===== src/inc/fna_pkg.sv =====
// fna_pkg: constants and carrier types for the fieldbus node address config
`default_nettype none
package fna_pkg;

  // ----------------------------------------------------------------
  // bus and register map
  // ----------------------------------------------------------------
  localparam int          ADDR_W        = 8;
  localparam int          DATA_W        = 32;
  localparam logic [7:0]  REG_NODE_STAT = 8'h00;
  localparam logic [7:0]  REG_LINK_CTRL = 8'h04;
  localparam logic [7:0]  REG_LINK_STAT = 8'h08;

  // node status fields
  localparam int          NS_ADDR_LSB   = 0;
  localparam int          NS_DIS_BIT    = 8;
  localparam int          NS_DIP_LSB    = 9;
  localparam int          NS_ROT_LSB    = 16;

  // link status fields
  localparam int          LS_PERM_LSB   = 0;
  localparam int          LS_RETRY_LSB  = 8;
  localparam int          LS_CFGOK_BIT  = 16;
  localparam int          LS_SYNC_BIT   = 17;
  localparam int          LS_LOST_BIT   = 18;

  // ----------------------------------------------------------------
  // node address formation
  // ----------------------------------------------------------------
  localparam logic [7:0]  ADDR_BASE_LO  = 8'h40;
  localparam logic [7:0]  ADDR_BASE_HI  = 8'h50;
  localparam logic [3:0]  ROT_DISABLE   = 4'h0;
  localparam int          DIP_RANGE_BIT = 2;

  // ----------------------------------------------------------------
  // cycle time table, code is the cycle in 0.25 ms units
  // ----------------------------------------------------------------
  localparam logic [5:0]  CODE_MAX      = 6'h20;
  localparam logic [5:0]  CODE_0P25     = 6'h01;
  localparam logic [5:0]  CODE_0P5      = 6'h02;
  localparam logic [5:0]  CODE_1P0      = 6'h04;
  localparam logic [5:0]  CODE_1P5      = 6'h06;
  localparam logic [5:0]  CODE_2P0      = 6'h08;
  localparam logic [5:0]  CODE_2P5      = 6'h0A;
  localparam logic [5:0]  CODE_3P0      = 6'h0C;
  localparam logic [4:0]  SLV_0P25      = 5'h00;
  localparam logic [4:0]  SLV_0P5       = 5'h03;
  localparam logic [4:0]  SLV_1P0       = 5'h08;
  localparam logic [4:0]  SLV_1P5       = 5'h0E;
  localparam logic [4:0]  SLV_2P0       = 5'h14;
  localparam logic [4:0]  SLV_2P5       = 5'h19;
  localparam logic [4:0]  SLV_MAX       = 5'h1E;

  // frame data lengths in bytes
  localparam logic [5:0]  LEN_SHORT     = 6'h11;
  localparam logic [5:0]  LEN_LONG      = 6'h20;

  // ----------------------------------------------------------------
  // timing
  // ----------------------------------------------------------------
  localparam int          CLK_PERIOD_NS = 10;
  localparam int          T_UNIT_NS     = 250000;
  localparam int          UNIT_CYCLES   = T_UNIT_NS / CLK_PERIOD_NS;

  // reset value of the link control register: 1.0 ms, 17 bytes, one slave
  localparam logic [31:0] LINK_CTRL_RST = 32'h0201_0004;

  // ----------------------------------------------------------------
  // carrier types
  // ----------------------------------------------------------------
  typedef struct packed {
    logic [3:0] dip;
    logic [3:0] rotary;
  } fna_strap_t;

  typedef struct packed {
    logic [7:0]  comm_mult;
    logic [2:0]  rsv_hi;
    logic [4:0]  attached;
    logic [6:0]  rsv_lo;
    logic        sec_master;
    logic        no_retry;
    logic        len_long;
    logic [5:0]  cycle_code;
  } fna_link_cfg_t;

  typedef struct packed {
    logic [4:0] permitted;
    logic [4:0] retries;
    logic       cfg_ok;
  } fna_slot_t;

endpackage
`default_nettype wire


===== src/core/fna_slot_calc.sv =====
// fna_slot_calc: permitted slave count, retry count and link config check
`timescale 1ns/10ps
`default_nettype none
module fna_slot_calc
(
  // configuration
  input  wire fna_pkg::fna_link_cfg_t i_cfg,
  // result
  output var  fna_pkg::fna_slot_t     o_slot
);
  import fna_pkg::*;

  // table lookup, odd codes fall back to the next lower listed time
  function automatic logic [4:0] base_count(input logic [5:0] code);
    if (code >= CODE_3P0)      base_count = SLV_MAX;
    else if (code >= CODE_2P5) base_count = SLV_2P5;
    else if (code >= CODE_2P0) base_count = SLV_2P0;
    else if (code >= CODE_1P5) base_count = SLV_1P5;
    else if (code >= CODE_1P0) base_count = SLV_1P0;
    else if (code >= CODE_0P5) base_count = SLV_0P5;
    else                       base_count = SLV_0P25;
  endfunction

  logic [4:0] base;
  logic [4:0] perm;
  logic       code_ok;
  logic       mult_ok;

  // count of slaves the chosen cycle allows
  always_comb
  begin
    base = base_count(i_cfg.cycle_code);
    perm = base;
    if (i_cfg.sec_master)
      perm = (perm == 5'h00) ? 5'h00 : perm - 5'h01;
    if (i_cfg.no_retry)
      perm = perm + 5'h01;
  end

  // legal codes are 0.25 ms, 0.5 ms and whole even steps up to 8 ms
  always_comb
  begin
    code_ok = (i_cfg.cycle_code == CODE_0P25) ||
              ((i_cfg.cycle_code != 6'h00) &&
               !i_cfg.cycle_code[0] && (i_cfg.cycle_code <= CODE_MAX));
    // fastest cycle needs a comm cycle of whole 0.5 ms steps
    mult_ok = (i_cfg.cycle_code != CODE_0P25) ||
              ((i_cfg.comm_mult != 8'h00) && !i_cfg.comm_mult[0]);
  end

  // spare slots turn into retries, none when retries are off
  always_comb
  begin
    o_slot.permitted = perm;
    o_slot.cfg_ok    = code_ok && mult_ok && (i_cfg.attached <= perm);
    if (i_cfg.no_retry || (i_cfg.attached > perm))
      o_slot.retries = 5'h00;
    else
      o_slot.retries = perm - i_cfg.attached + 5'h01;
  end

endmodule
`default_nettype wire


===== src/core/fna_node_cfg.sv =====
// fna_node_cfg: node address latch, link setup and cycle sync watch
//
// Overview of operation
// With the range bit off the address is 40h plus the rotary value, and rotary 0 disables the node.
// With the range bit on the address is 50h plus the rotary value, covering 50h to 5Fh.
// The switches are sampled once after power-up reset and later changes are ignored.
// Factory switches (range off, rotary 1) give address 41h.
// Permitted slaves per cycle time are 0, 3, 8, 14, 20, 25 and 30 from 0.25 ms to 3.0 ms and up.
// At a 0.25 ms cycle the master keeps the comm cycle a whole multiple of 0.5 ms.
// Unused slave slots may serve the master as retry slots.
// Retries equal permitted slaves minus attached slaves plus one.
// With retries off one more slave than normal is permitted.
// A secondary master station on the bus cuts the permitted count by one.
// The frame data field is 17 or 32 bytes and both ends use the same.
// Each exchange of this node follows the master's cyclic timing.
// The latched address and disabled flag stay stable and feed address match.
//
// The implementer's own choices: the address map and the plain strobed port.
`timescale 1ns/10ps
`default_nettype none
module fna_node_cfg
#(
  parameter int UNIT_CYC = fna_pkg::UNIT_CYCLES
)
(
  // clock and reset
  input  wire logic                       i_clk,
  input  wire logic                       i_sys_rst,
  // switches
  input  wire logic [3:0]                 i_rotary_address_switch,
  input  wire logic [3:0]                 i_link_config_dip_switch,
  // register port
  input  wire logic [fna_pkg::ADDR_W-1:0] i_reg_addr,
  input  wire logic [fna_pkg::DATA_W-1:0] i_reg_wdata,
  input  wire logic                       i_reg_wr,
  input  wire logic                       i_reg_rd,
  output logic      [fna_pkg::DATA_W-1:0] o_reg_rdata,
  // frame side
  input  wire logic                       i_cyc_sync,
  input  wire logic                       i_rx_addr_vld,
  input  wire logic [7:0]                 i_rx_addr,
  output logic                            o_addr_hit,
  output logic      [7:0]                 o_node_addr,
  output logic                            o_node_disabled,
  output logic      [5:0]                 o_frame_len,
  output logic                            o_sync_ok
);
  import fna_pkg::*;

  // ----------------------------------------------------------------
  // switch latch
  // ----------------------------------------------------------------

  fna_strap_t    strap_q;
  logic          strap_done_q;
  logic [7:0]    node_addr_q;
  logic          node_dis_q;
  logic [7:0]    node_addr_d;
  logic          node_dis_d;

  // base plus rotary value; both bases have a zero low nibble, so the
  // rotary value drops in with no carry into the upper nibble
  function automatic logic [7:0] form_addr(input logic       range_on,
                                           input logic [3:0] rot);
    if (range_on)
      form_addr = ADDR_BASE_HI | {4'h0, rot};
    else
      form_addr = ADDR_BASE_LO | {4'h0, rot};
  endfunction

  // only the low range has a disabled setting; rotary zero in the high
  // range is an ordinary address
  function automatic logic is_off(input logic       range_on,
                                  input logic [3:0] rot);
    is_off = !range_on && (rot == ROT_DISABLE);
  endfunction

  // address and disable flag from the switches, read by the latch only
  always_comb
  begin
    node_addr_d = form_addr(i_link_config_dip_switch[DIP_RANGE_BIT],
                            i_rotary_address_switch);
    node_dis_d  = is_off(i_link_config_dip_switch[DIP_RANGE_BIT],
                         i_rotary_address_switch);
  end

  // capture once, on the first edge after reset is released; the switch
  // pins are not read again, so a change while running waits for power-up;
  // a mid-run reset reads them afresh, as a power cycle would
  always_ff @(posedge i_clk)
  begin
    if (i_sys_rst)
    begin
      strap_done_q <= 1'b0;
      strap_q      <= '0;
      node_addr_q  <= 8'h00;
      node_dis_q   <= 1'b1;
    end
    else if (!strap_done_q)
    begin
      strap_done_q <= 1'b1;
      strap_q      <= {i_link_config_dip_switch, i_rotary_address_switch};
      node_addr_q  <= node_addr_d;
      node_dis_q   <= node_dis_d;
    end
  end

  // ----------------------------------------------------------------
  // link control register
  // ----------------------------------------------------------------

  fna_link_cfg_t link_cfg_q;
  fna_slot_t     slot;
  logic          wr_ctrl;
  logic          wr_stat;

  // write decodes; the node status word is read-only, so a write there
  // is dropped
  assign wr_ctrl = i_reg_wr && (i_reg_addr == REG_LINK_CTRL);
  assign wr_stat = i_reg_wr && (i_reg_addr == REG_LINK_STAT);

  // reserved fields are cleared on the way in, so a read shows zero there
  // whatever software wrote and no later decode can trip over them
  function automatic fna_link_cfg_t clean_ctrl(input logic [DATA_W-1:0] w);
    fna_link_cfg_t c;
    c          = fna_link_cfg_t'(w);
    c.rsv_hi   = 3'h0;
    c.rsv_lo   = 7'h00;
    clean_ctrl = c;
  endfunction

  // control register, written whole; there are no byte lanes
  always_ff @(posedge i_clk)
  begin
    if (i_sys_rst)
      link_cfg_q <= fna_link_cfg_t'(LINK_CTRL_RST);
    else if (wr_ctrl)
      link_cfg_q <= clean_ctrl(i_reg_wdata);
  end

  // permitted count and retries; combinational from the control register,
  // so a write shows in the status word at the very next read
  fna_slot_calc u_slot
  (
    .i_cfg  (link_cfg_q),
    .o_slot (slot)
  );

  // ----------------------------------------------------------------
  // 0.25 ms unit tick
  // ----------------------------------------------------------------

  localparam int DIV_W = $clog2(UNIT_CYC);

  logic [DIV_W-1:0] div_q;
  logic             unit_tick;

  assign unit_tick = (div_q == DIV_W'(UNIT_CYC - 1));

  // free-running divider, one enable pulse per 0.25 ms; it is not aligned
  // to the master, which is why the sync watch below allows one unit of
  // slack
  always_ff @(posedge i_clk)
  begin
    if (i_sys_rst || unit_tick)
      div_q <= '0;
    else
      div_q <= div_q + DIV_W'(1);
  end

  // ----------------------------------------------------------------
  // cycle sync watch
  // ----------------------------------------------------------------

  logic [6:0] unit_cnt_q;
  logic       sync_ok_q;
  logic       sync_lost_q;
  logic       sync_late;

  // one unit of slack allows for the divider phase against the master;
  // a master that stops sending is seen late at the first tick past it
  assign sync_late = unit_tick &&
                     (unit_cnt_q > {1'b0, link_cfg_q.cycle_code});

  // units since the last master cycle start; the count saturates, so a
  // long silence cannot wrap back into the legal range
  always_ff @(posedge i_clk)
  begin
    if (i_sys_rst || i_cyc_sync)
      unit_cnt_q <= 7'h00;
    else if (unit_tick && (unit_cnt_q != 7'h7F))
      unit_cnt_q <= unit_cnt_q + 7'h01;
  end

  // in sync from the first master cycle start until one is missed;
  // a lost lock is not fatal, the next cycle start locks again
  always_ff @(posedge i_clk)
  begin
    if (i_sys_rst)
      sync_ok_q <= 1'b0;
    else if (i_cyc_sync)
      sync_ok_q <= 1'b1;
    else if (sync_late)
      sync_ok_q <= 1'b0;
  end

  // sticky loss flag, write one to clear; a loss in the clear cycle stays;
  // clearing while the master is still silent does not set it again,
  // since a loss is only counted while locked
  always_ff @(posedge i_clk)
  begin
    if (i_sys_rst)
      sync_lost_q <= 1'b0;
    else if (sync_late && sync_ok_q)
      sync_lost_q <= 1'b1;
    else if (wr_stat && i_reg_wdata[LS_LOST_BIT])
      sync_lost_q <= 1'b0;
  end

  // ----------------------------------------------------------------
  // address match
  // ----------------------------------------------------------------

  logic rx_match;
  logic node_live;

  // the slow conditions in one place; a frame that arrives while any of
  // them is missing is dropped silently, with no error reply
  assign node_live = strap_done_q && !node_dis_q && slot.cfg_ok && sync_ok_q;
  assign rx_match  = i_rx_addr_vld && (i_rx_addr == node_addr_q);

  // answer only when enabled, configured and locked to the master cycle
  always_ff @(posedge i_clk)
  begin
    if (i_sys_rst)
      o_addr_hit <= 1'b0;
    else
      o_addr_hit <= rx_match && node_live;
  end

  // frame length follows the control register; the master must match it
  always_ff @(posedge i_clk)
  begin
    if (i_sys_rst)
      o_frame_len <= LEN_SHORT;
    else
      o_frame_len <= link_cfg_q.len_long ? LEN_LONG : LEN_SHORT;
  end

  // outputs of the latched address, which move only at reset and at the
  // single capture edge after it, and of the sync flag, which does not
  assign o_node_addr     = node_addr_q;
  assign o_node_disabled = node_dis_q;
  assign o_sync_ok       = sync_ok_q;

  // ----------------------------------------------------------------
  // register read
  // ----------------------------------------------------------------

  logic [DATA_W-1:0] rd_d;

  // unmapped offsets read as zero; reads have no side effects, so a stray
  // read strobe cannot disturb any flag
  always_comb
  begin
    rd_d = '0;
    unique case (i_reg_addr)
      REG_NODE_STAT:
      begin
        rd_d[NS_ADDR_LSB +: 8] = node_addr_q;
        rd_d[NS_DIS_BIT]       = node_dis_q;
        rd_d[NS_DIP_LSB +: 4]  = strap_q.dip;
        rd_d[NS_ROT_LSB +: 4]  = strap_q.rotary;
      end
      REG_LINK_CTRL:
        rd_d = DATA_W'(link_cfg_q);
      REG_LINK_STAT:
      begin
        rd_d[LS_PERM_LSB +: 5]  = slot.permitted;
        rd_d[LS_RETRY_LSB +: 5] = slot.retries;
        rd_d[LS_CFGOK_BIT]      = slot.cfg_ok;
        rd_d[LS_SYNC_BIT]       = sync_ok_q;
        rd_d[LS_LOST_BIT]       = sync_lost_q;
      end
      default:
        rd_d = '0;
    endcase
  end

  // data stand only in the cycle after the read strobe and drop to zero
  // after it, so a late sample cannot pick up stale data
  always_ff @(posedge i_clk)
  begin
    if (i_sys_rst || !i_reg_rd)
      o_reg_rdata <= '0;
    else
      o_reg_rdata <= rd_d;
  end

endmodule
`default_nettype wire


===== config.mk =====
export PLATFORM = sky130hd
export DESIGN_NAME = fna_node_cfg
export DESIGN_NICKNAME = d
export VERILOG_FILES = /design/src/inc/fna_pkg.sv /design/src/core/fna_slot_calc.sv /design/src/core/fna_node_cfg.sv
export SDC_FILE = /design/constraint.sdc
export NUM_CORES = 1
export LEC_CHECK = 0
export BUFFER_PORTS_ARGS = -buffer_cell sky130_fd_sc_hd__buf_4
export CAP_MARGIN = 40
export CORE_ASPECT_RATIO = 1.75
export CORE_UTILIZATION = 48
export DETAILED_ROUTE_END_ITERATION = 10
export PLACE_DENSITY = 0.86
export REMOVE_ABC_BUFFERS = 1
export SLEW_MARGIN = 20
export SYNTH_ARGS = -nofsm -noshare
export SYNTH_HDL_FRONTEND = slang
export SYNTH_HIERARCHICAL = 1
export SYNTH_SLANG_ARGS = --single-unit

===== constraint.sdc =====
create_clock -name i_clk -period 4.6 [get_ports i_clk]
set_clock_uncertainty 0.2 [all_clocks]
set_input_delay 0.23 -clock i_clk [delete_from_list [all_inputs] [get_ports i_clk]]
set_output_delay 0.23 -clock i_clk [all_outputs]
set_load 0.02 [all_outputs]

* Word-level counts from Yosys, hierarchy flattened
Index checks and enable logic that the tools add are counted.
W data, S select, Z words.
** Cells by class
- Divide/modulo/power cells :: 0
- $add $sub $neg :: 6
- Bitwise gates (word level) :: 1
- Mux-type cells :: 22
- Order comparisons :: 10
- Reduce and logical (&&, ||, !) cells :: 36
- Equal/unequal tests :: 7
- $mul :: 0
- Shift operators :: 0
** Operators with widths (number)
- $mux W5 :: 10
- $pmux W5 S3 :: 2
- $ge A6 B4 Y1 const B :: 3
- $logic_and A1 B1 Y1 :: 17
- $add A15 B1 Y15 const B :: 1
- $eq A15 B15 Y1 const B :: 1
- $ge A6 B3 Y1 const B :: 2
- $add A5 B1 Y5 const B :: 2
- $pmux W3 S3 :: 1
- $eq A8 B3 Y1 const B :: 1
- $eq A8 B4 Y1 const B :: 1
- $eq A8 B8 Y1 :: 1
- $logic_not A8 Y1 :: 1
- $reduce_bool A8 Y1 :: 1
- $add A7 B1 Y7 const B :: 1
- $gt A7 B6 Y1 :: 1
- $ne A7 B7 Y1 const B :: 1
- $eq A6 B1 Y1 const B :: 1
- $ge A6 B2 Y1 const B :: 1
- $le A6 B6 Y1 const B :: 1
- $logic_or A1 B1 Y1 :: 6
- $mux W6 :: 1
- $ne A6 B1 Y1 const B :: 1
- $pmux W3 S2 :: 1
- 14 further kinds :: 23
** Storage, ports and cells
- Flip-flop bits (word level) :: 97
- Output and inout bits :: 49
- Memory bits (writable) :: 0
- Word-level logic and storage cells :: 101
- Bits in latches :: 0
- Bits of input ports :: 62
- Memories :: 0
- Bits in read-only memories :: 0

* Longest topological paths before layout
Gate-level depths: netlist of run 1.
- Depth after elaboration :: 17
- Gate-level depth with buffers :: 21
- Depth with buffers taken out :: 20

* Modules after synthesis
The synthesis of run 1 kept the hierarchy.
** By module, submodules not included
- fna_node_cfg :: area each 3589.7 um^2, seq. area each 1721.7 um^2, cells an instance 412, times used 1
- fna_slot_calc :: area each 869.6 um^2, seq. area each 0.0 um^2, cells an instance 107, times used 1

* Worst setup path before layout of run 1
OpenSTA, ideal clock, no wires.
- Path kind :: register -> register
- From :: reg link_cfg_q[1] in the netlist's numbering
- To :: reg o_addr_hit
- Slack :: 0.162 ns
- Clock period less this slack :: 4.438 ns
- Setup time :: 0.092 ns
- Buffers on the path :: 0
- Data arrival time :: 4.146 ns
- Cell stages (with the launch flop) :: 20
- Required time :: 4.308 ns
- Cell sequence :: dfxtp_1 -> inv_2 -> o211ai_1 -> inv_1 -> ha_1 -> a21oi_1 -> mux2_4 -> ha_1 -> nand2_1 -> xor2_1 -> ha_1 -> a21o_1 -> o21ai_1 -> o211ai_1 -> nor4b_2 -> a311oi_4 -> a211oi_1 -> nor4b_1 -> nand4_1 -> nor4_1
** RTL lines
- start: declaration :: RTL line fna_node_cfg.sv:112 : fna_link_cfg_t link_cfg_q;
- start signal: assignment :: RTL line fna_node_cfg.sv:136 : link_cfg_q <= fna_link_cfg_t'(LINK_CTRL_RST);
- start signal: assignment :: RTL line fna_node_cfg.sv:138 : link_cfg_q <= clean_ctrl(i_reg_wdata);
- end signal: assignment :: RTL line fna_node_cfg.sv:238 : o_addr_hit <= rx_match && node_live;
- end: declaration :: RTL line fna_node_cfg.sv:42 : output logic o_addr_hit,

==> results of run 1 <==
==> power groups by stage <==
stage,combinational (W),sequential (W),clock (W)
6_report,0.000137,0.000769,0.000701
5_1_grt,0.000148,0.000769,0.000743
4_1_cts,0.000133,0.000768,0.000711
3_5_place_dp,0.000108,0.000785,0
3_3_place_gp,0.000106,0.000785,0
2_1_floorplan,0.0000426,0.000785,0
==> worst max path at each step <==
stage | startpoint | endpoint | slack [ns] | cells after the start
after global placement | link_cfg_q[2]$_SDFFE_PP1P_ | o_addr_hit$_SDFF_PP0_ | 0.17 | 20
after floorplan | link_cfg_q[1]$_SDFFE_PP0P_ | o_addr_hit$_SDFF_PP0_ | 0.14 | 19
final | link_cfg_q[1]$_SDFFE_PP0P_ | o_reg_rdata[12]$_SDFF_PP0_ | 0.24 | 20
after global routing | link_cfg_q[1]$_SDFFE_PP0P_ | o_reg_rdata[12]$_SDFF_PP0_ | -0.02 | 20
after CTS | link_cfg_q[2]$_SDFFE_PP1P_ | o_addr_hit$_SDFF_PP0_ | 0.06 | 20
after detailed placement | link_cfg_q[2]$_SDFFE_PP1P_ | o_addr_hit$_SDFF_PP0_ | 0.01 | 20
==> area by class of cell <==
type	count	area [sq um]	area share (%)
clock inverters	6	52.55	0.8831
clock buffers	10	239.0	4.016
flip-flops and latches	86	1724	28.97
well taps	120	150.1	2.523
multi-input cells	375	2496	41.95
repair buffers	145	1184	19.89
inverters	28	105.1	1.766
==> metal layers <==
metal	track usage [%]	up-vias	routed length [um]	part of all wire (%)
li1	-	2039	-	-
met1	25.93	2051	4506	36
met2	47.22	163	6880	55
met3	5.599	50	540	4.3
met4	17.09	0	610	4.9
met5	0	-	0	0
==> cells in the mapped netlist, types with 4 or more instances <==
master / n / area share (%)
and2_1: 12 / 1.7
and3_1: 4 / 0.56
buf_4: 18 / 3.0
xnor2_1: 16 / 3.1
a21o_1: 4 / 0.67
or4_1: 5 / 0.84
nand4_1: 10 / 1.4
dfxtp_1: 86 / 39
xor2_1: 10 / 2.0
clkbuf_1: 16 / 1.3
nor2_1: 54 / 4.5
a22oi_1: 4 / 0.67
nand2b_1: 5 / 0.70
nand2_1: 64 / 5.4
nor4_1: 10 / 1.4
a211oi_1: 5 / 0.84
o211ai_1: 5 / 0.84
nand3_1: 9 / 1.0
nor3_1: 6 / 0.67
nor2b_1: 5 / 0.70
mux2i_1: 17 / 3.8
inv_1: 27 / 2.3
ha_1: 21 / 5.9
a21oi_1: 43 / 4.8
==> stage by stage <==
stage / hold slack (ns) / setup slack (ns) / util [%] / cells
global placement: 0.2281 / 0.1699 / 57.80 / 716
detailed placement: 0.2316 / 0.01211 / 58.04 / 718
finish: 0.03417 / 0.2359 / 65.85 / 770
CTS: 0.01068 / 0.05932 / 65.20 / 769
global route: 0.03691 / -0.02385 / 65.85 / 770
floorplan: 0.09907 / 0.1448 / - / 489
==> cell families after synthesis <==
logic type	synth area share [%]
AO/OA/AOI/OAI	14.11
flip-flops	38.61
buffers and inverters	7.464
other	0.08409
adder cells (fa/ha/maj)	5.892
multiplexers	4.966
XOR/XNOR	5.611
AND/OR/NAND/NOR	23.26
==> sequential cells by signal, summed over array words and instances, names as in the netlist <==
| signal | count |
|---|---|
| unit_cnt_q | 7 |
| o_node_disabled | 1 |
| o_reg_rdata | 26 |
| o_frame_len | 2 |
| div_q | 15 |
| link_cfg_q | 22 |
| o_addr_hit | 1 |
| o_sync_ok | 1 |
| strap_q | 7 |
| o_node_addr | 2 |
| strap_done_q | 1 |
| sync_lost_q | 1 |
==> worst min-delay path, stage by stage <==
cell     delay (ns)
buf_4          0.09
xnor2_1        0.05
nand4_1        0.11
nor4_2         0.06
==> cells in the final DEF, fill, tap and decap left out, types with 9 or more instances in the layout <==
cell           netlist  final
buf_4               18    108
dfxtp_1             86     84
nand2_1             64     64
nor2_1              54     54
a21oi_1             43     43
dlygate4sd3_1        0     35
inv_1               27     27
ha_1                21     21
mux2i_1             17     17
xnor2_1             16     16
and2_1              12     12
conb_1               1     11
nand4_1             10     10
xor2_1              10     10
nor4_1              10      9
nand3_1              9      9
clkbuf_16            0      9
==> timing repair <==
| item | 4_1_cts | 5_1_grt |
|---|---|---|
| endpoints found under the setup margin | 1 | 4 |
| setup buffers | 0 | 1 |
| resized for setup | 1 | 9 |
| hold buffers | 35 | 0 |
| pin swaps | 0 | 4 |
| endpoints found under the hold margin | 34 | 0 |
==> results.toml, run 1 <==
[power_and_ir_drop]
seqPwrFrac_pct = 47.8
switching_share_pct = 24.38
peakVddDrop_uv = 197.7
leakage_nw = 2.423
clockPowerShare_pct = 43.6
p_sw_w = 0.0003917
p_int_w = 0.001215
p_per_area_nw_per_um2 = 270.0
finalPower_w = 0.001607
combPwrFrac_pct = 8.5

[sta]
maxSlewHeadroom_pct = 48.59
drv_slew = 0
worstMarginPinSlew_ns = 0.7641
fin_crit_ns = 4.364
finalSetupViolCount = 0
finalHoldViolations = 0
fin_crit_sh_pct = 94.87
setup_tns_ns = 0
fmax_ghz = 0.2291

[die]
die-area_sq_um = 9695
io_pins = 111
fp.dieH_um = 129.5
core_sq_um = 9036
rows = 46
die_w_um = 74.86
start_util_pct = 49.35

[routing]
post_drt_wl_per_cell_um = 16.28
drc_errors = 0
via_per_inst = 5.588
first_iter_violations = 265
drt_wl_total_mm = 12.54
antenna_left = 0
num_vias = 4303
drt-pass1-iter-count = 5

[global_route]
grt_max_degree = 39
antenna_found_initial = 0
first_global_vias = 4138
grt_overflow = 0
grt.total_usage_pct = 26.15
grt_pass1_wl_mm = 19.06

[critical_path]
r2r_start = "link_cfg_q[1]$_SDFFE_PP0P_"
rrSetupSlack_ns = 0.24
cp_max_fo = 3
cpPeakStageDelay_ns = 0.34
slowest_stage = "dfxtp_1"
worstSetupEndpointType = "flop"
r2r_end = "o_reg_rdata[12]$_SDFF_PP0_"
crit_top_cell = "ha_1"
path_cells = "inv_2, o211ai_1, inv_1, ha_1, a21oi_1, mux2_4, ha_1, mux2i_1, buf_4, ha_1, inv_1, ha_1, a21boi_0, a311oi_1, o22a_1, xnor2_1, xnor3_1, a2111oi_4, a22oi_1, nor2_1"
reg2reg_depth = 20
cp.arrival_ns = 4.43
cp.required_ns = 4.67
path_delay_family = "compound AO/OA/AOI/OAI gates"
worstSetupPathType = "reg -> reg"
start_kind = "flop"
cp.buffers_inverters = 4

[worst_hold_path]
hold-path-cell-count = 4
hold_class = "in -> reg"
min_to = "o_addr_hit$_SDFF_PP0_"
worstHoldStart = "i_rx_addr[3]"

[cells_and_area]
fill_cells = 720
drive_above_1_share_pct = 23.23
final_area_sq_um = 5951
fin_nets = 728
antenna_cells = 0
syn_to_final_growth_pct = 33.45

[yosys]
syn_avg_cell_area_sq_um = 8.592
ys_seq_area_share_pct = 38.61
yosysUniqueCellTypes = 65
synth.cell_area_sq_um = 4459
netlist_instances = 519
yosysWarningCount = 6
synth-async-reset-ratio_pct = 0
synth-seq-cells = 86
synth_edf_count = 0
synthFlopType = "dfxtp_1"

[run_status]
status = "finished clean"

[placement]
dp_hpwl_mm = 9.083
place_area_sq_um = 5245
portBuffers = 89
gp_congestion = 0.9529

[cts]
insertion_delay_ns = 0.35
cts_tree = "built"
cts_buffers = 9
cts.sinks = 86
cts-root-buf = "clkbuf_16"
cts.htree.levels = 3
cts_buffer_depth = 2
clkSlewWorstSetupHoldPaths_ns = 0.07

[job]
cap_violations = 0
Power figures use the tool's default switching activity.
==> run 2: changes to the inputs <==
==> constraint.sdc (replaced) <==
create_clock -name i_clk -period 3.97 [get_ports i_clk]
set_clock_uncertainty 0.2 [all_clocks]
set_input_delay 0.1985 -clock i_clk [delete_from_list [all_inputs] [get_ports i_clk]]
set_output_delay 0.1985 -clock i_clk [all_outputs]
set_load 0.02 [all_outputs]
==> results.toml, run 2 (synthesized netlist as in run 1, its figures left out) <==
[sta]
setup_ws_ns = -0.2920
fin_crit_sh_pct = 107.4
maxSlewHeadroom_pct = 41.54
drv_slew = 0
worstMarginPinSlew_ns = 0.8688
finalSetupViolCount = 5
fmax_ghz = 0.2346
fin_crit_ns = 4.262
rsz0062_at_grt = "yes"
finalHoldViolations = 0

[routing]
drc_errors = 0
via_per_inst = 5.609
drt-pass1-iter-count = 5
post_drt_wl_per_cell_um = 17.27
drt_wl_total_mm = 13.57
first_iter_violations = 390
num_vias = 4409
antenna_left = 0

[cts]
cts_buffers = 9
cts.sinks = 86
cts_buffer_depth = 2
cts.htree.levels = 3
cts-root-buf = "clkbuf_16"
clkSlewWorstSetupHoldPaths_ns = 0.06
cts_tree = "built"
insertion_delay_ns = 0.34

[critical_path]
cp.buffers_inverters = 2
slowest_stage = "nor4b_2"
start_kind = "flop"
worstSetupPathType = "reg -> reg"
cp.required_ns = 4.00
cpPeakStageDelay_ns = 0.38
cp.arrival_ns = 4.29
cp_max_fo = 4
path_cells = "inv_2, o211ai_1, inv_1, ha_4, a21oi_2, mux2_4, ha_4, nand2_4, xor2_4, ha_1, a21o_1, o21ai_2, o211ai_1, nor4b_2, a311oi_4, a211oi_2, nor4b_4, nand4_1, nor4_2"
worstSetupEndpointType = "flop"
path_delay_family = "simple AND/OR/NAND/NOR gates"

[die]
die-area_sq_um = 9695
rows = 46
start_util_pct = 49.35
die_w_um = 74.86
core_sq_um = 9036
fp.dieH_um = 129.5
io_pins = 111

[placement]
portBuffers = 89
place_area_sq_um = 5335
place_ws_ns = -0.4804
dp_hpwl_mm = 9.269
gp_congestion = 0.9332
place_inst = 731

[global_route]
grt_pass1_wl_mm = 20.56
grt.total_usage_pct = 28.17
grt_max_degree = 39
first_global_vias = 4311
antenna_found_initial = 0
grt_overflow = 0

[power_and_ir_drop]
p_per_area_nw_per_um2 = 303.4
peakVddDrop_uv = 278.2
finalPower_w = 0.001889
leakage_nw = 2.538

[cells_and_area]
fin_nets = 745
layout_common_cells = "buf_4, dfxtp_1, nand2_1"
largest_registers = "o_reg_rdata (26), link_cfg_q (22), div_q (15)"
final_common_cell = "buf_4"
antenna_cells = 0
final_cells = 786
syn_to_final_growth_pct = 39.59
max_flop_register = "o_reg_rdata"
largest_reg_flops = 26
final_util_pct = 68.89
final_area_sq_um = 6225
drive_above_1_share_pct = 26.88

[run_status]
violations = "setup timing"
status = "finished, violations left"

[worst_hold_path]
hold_class = "in -> reg"

[job]
cap_violations = 0
run 2: changes by cell type in the layout (fill, tap and decap cells not counted), moves of 2 or more:
cell,change
ha_1,-6
ha_4,+5
dlygate4sd3_1,+2
buf_4,+15
a21oi_1,-2
a21oi_2,+2
run 2: worst paths after layout:
check,endpoint,cells after the start,startpoint,slack (ns)
hold reg to reg,link_cfg_q[26]$_SDFFE_PP0P_,2,link_cfg_q[26]$_SDFFE_PP0P_,0.26
hold / removal,sync_lost_q$_SDFFE_PP0P_,3,i_reg_wr,0.07
setup reg to reg,o_addr_hit$_SDFF_PP0_,19,link_cfg_q[1]$_SDFFE_PP0P_,-0.29
setup / recovery,o_addr_hit$_SDFF_PP0_,19,link_cfg_q[1]$_SDFFE_PP0P_,-0.29
run 2: per-layer routing:
layer | track usage (%) | up-vias | share of wire [%]
met2 | 52.41 | 200 | 56
met3 | 6.221 | 60 | 5.3
met5 | 0 | - | 0
met1 | 26.92 | 2089 | 33
met4 | 17.20 | 0 | 5.5
li1 | - | 2060 | -
run 2: worst min-delay path: stages:
cell and delay, ns:
buf_4 0.13, nand3_1 0.09, a32o_1 0.15
run 2: final cells by class:
cell class,instances,area [sq um]
Timing Repair Buffer,162,1320
Clock buffer,10,229.0
Sequential cell,86,1723
Multi-Input combinational cell,375,2638
Fill cell,671,2811
Clock inverter,5,60.06
Tap cell,120,150.1
Inverter,28,105.1
run 2: what timing repair did:
item	in CTS	in global routing
gates cloned	0	0
gates resized for setup	26	6
endpoints found under the setup margin	7	6
hold endpoints to repair	34	0
hold buffers	37	0
pin swaps	22	2
setup buffers	2	0
run 2: report_power, final:
group	switching (W)	internal, W	total, W
combinational	0.0000777	0.0000878	0.000166
clock	0.000345	0.000486	0.000831
sequential	0.0000184	0.000873	0.000892
total	0.000441	0.00145	0.00189
run 2: through the flow:
step           hold slack [ns]   TNS, ns
6_report               0.06767   -0.6474
5_1_grt                0.08393    -1.740
4_1_cts                0.03567  -0.08076
3_5_place_dp            0.1988    -1.621
3_3_place_gp            0.1963   -0.8189
2_1_floorplan          0.06757    -1.057
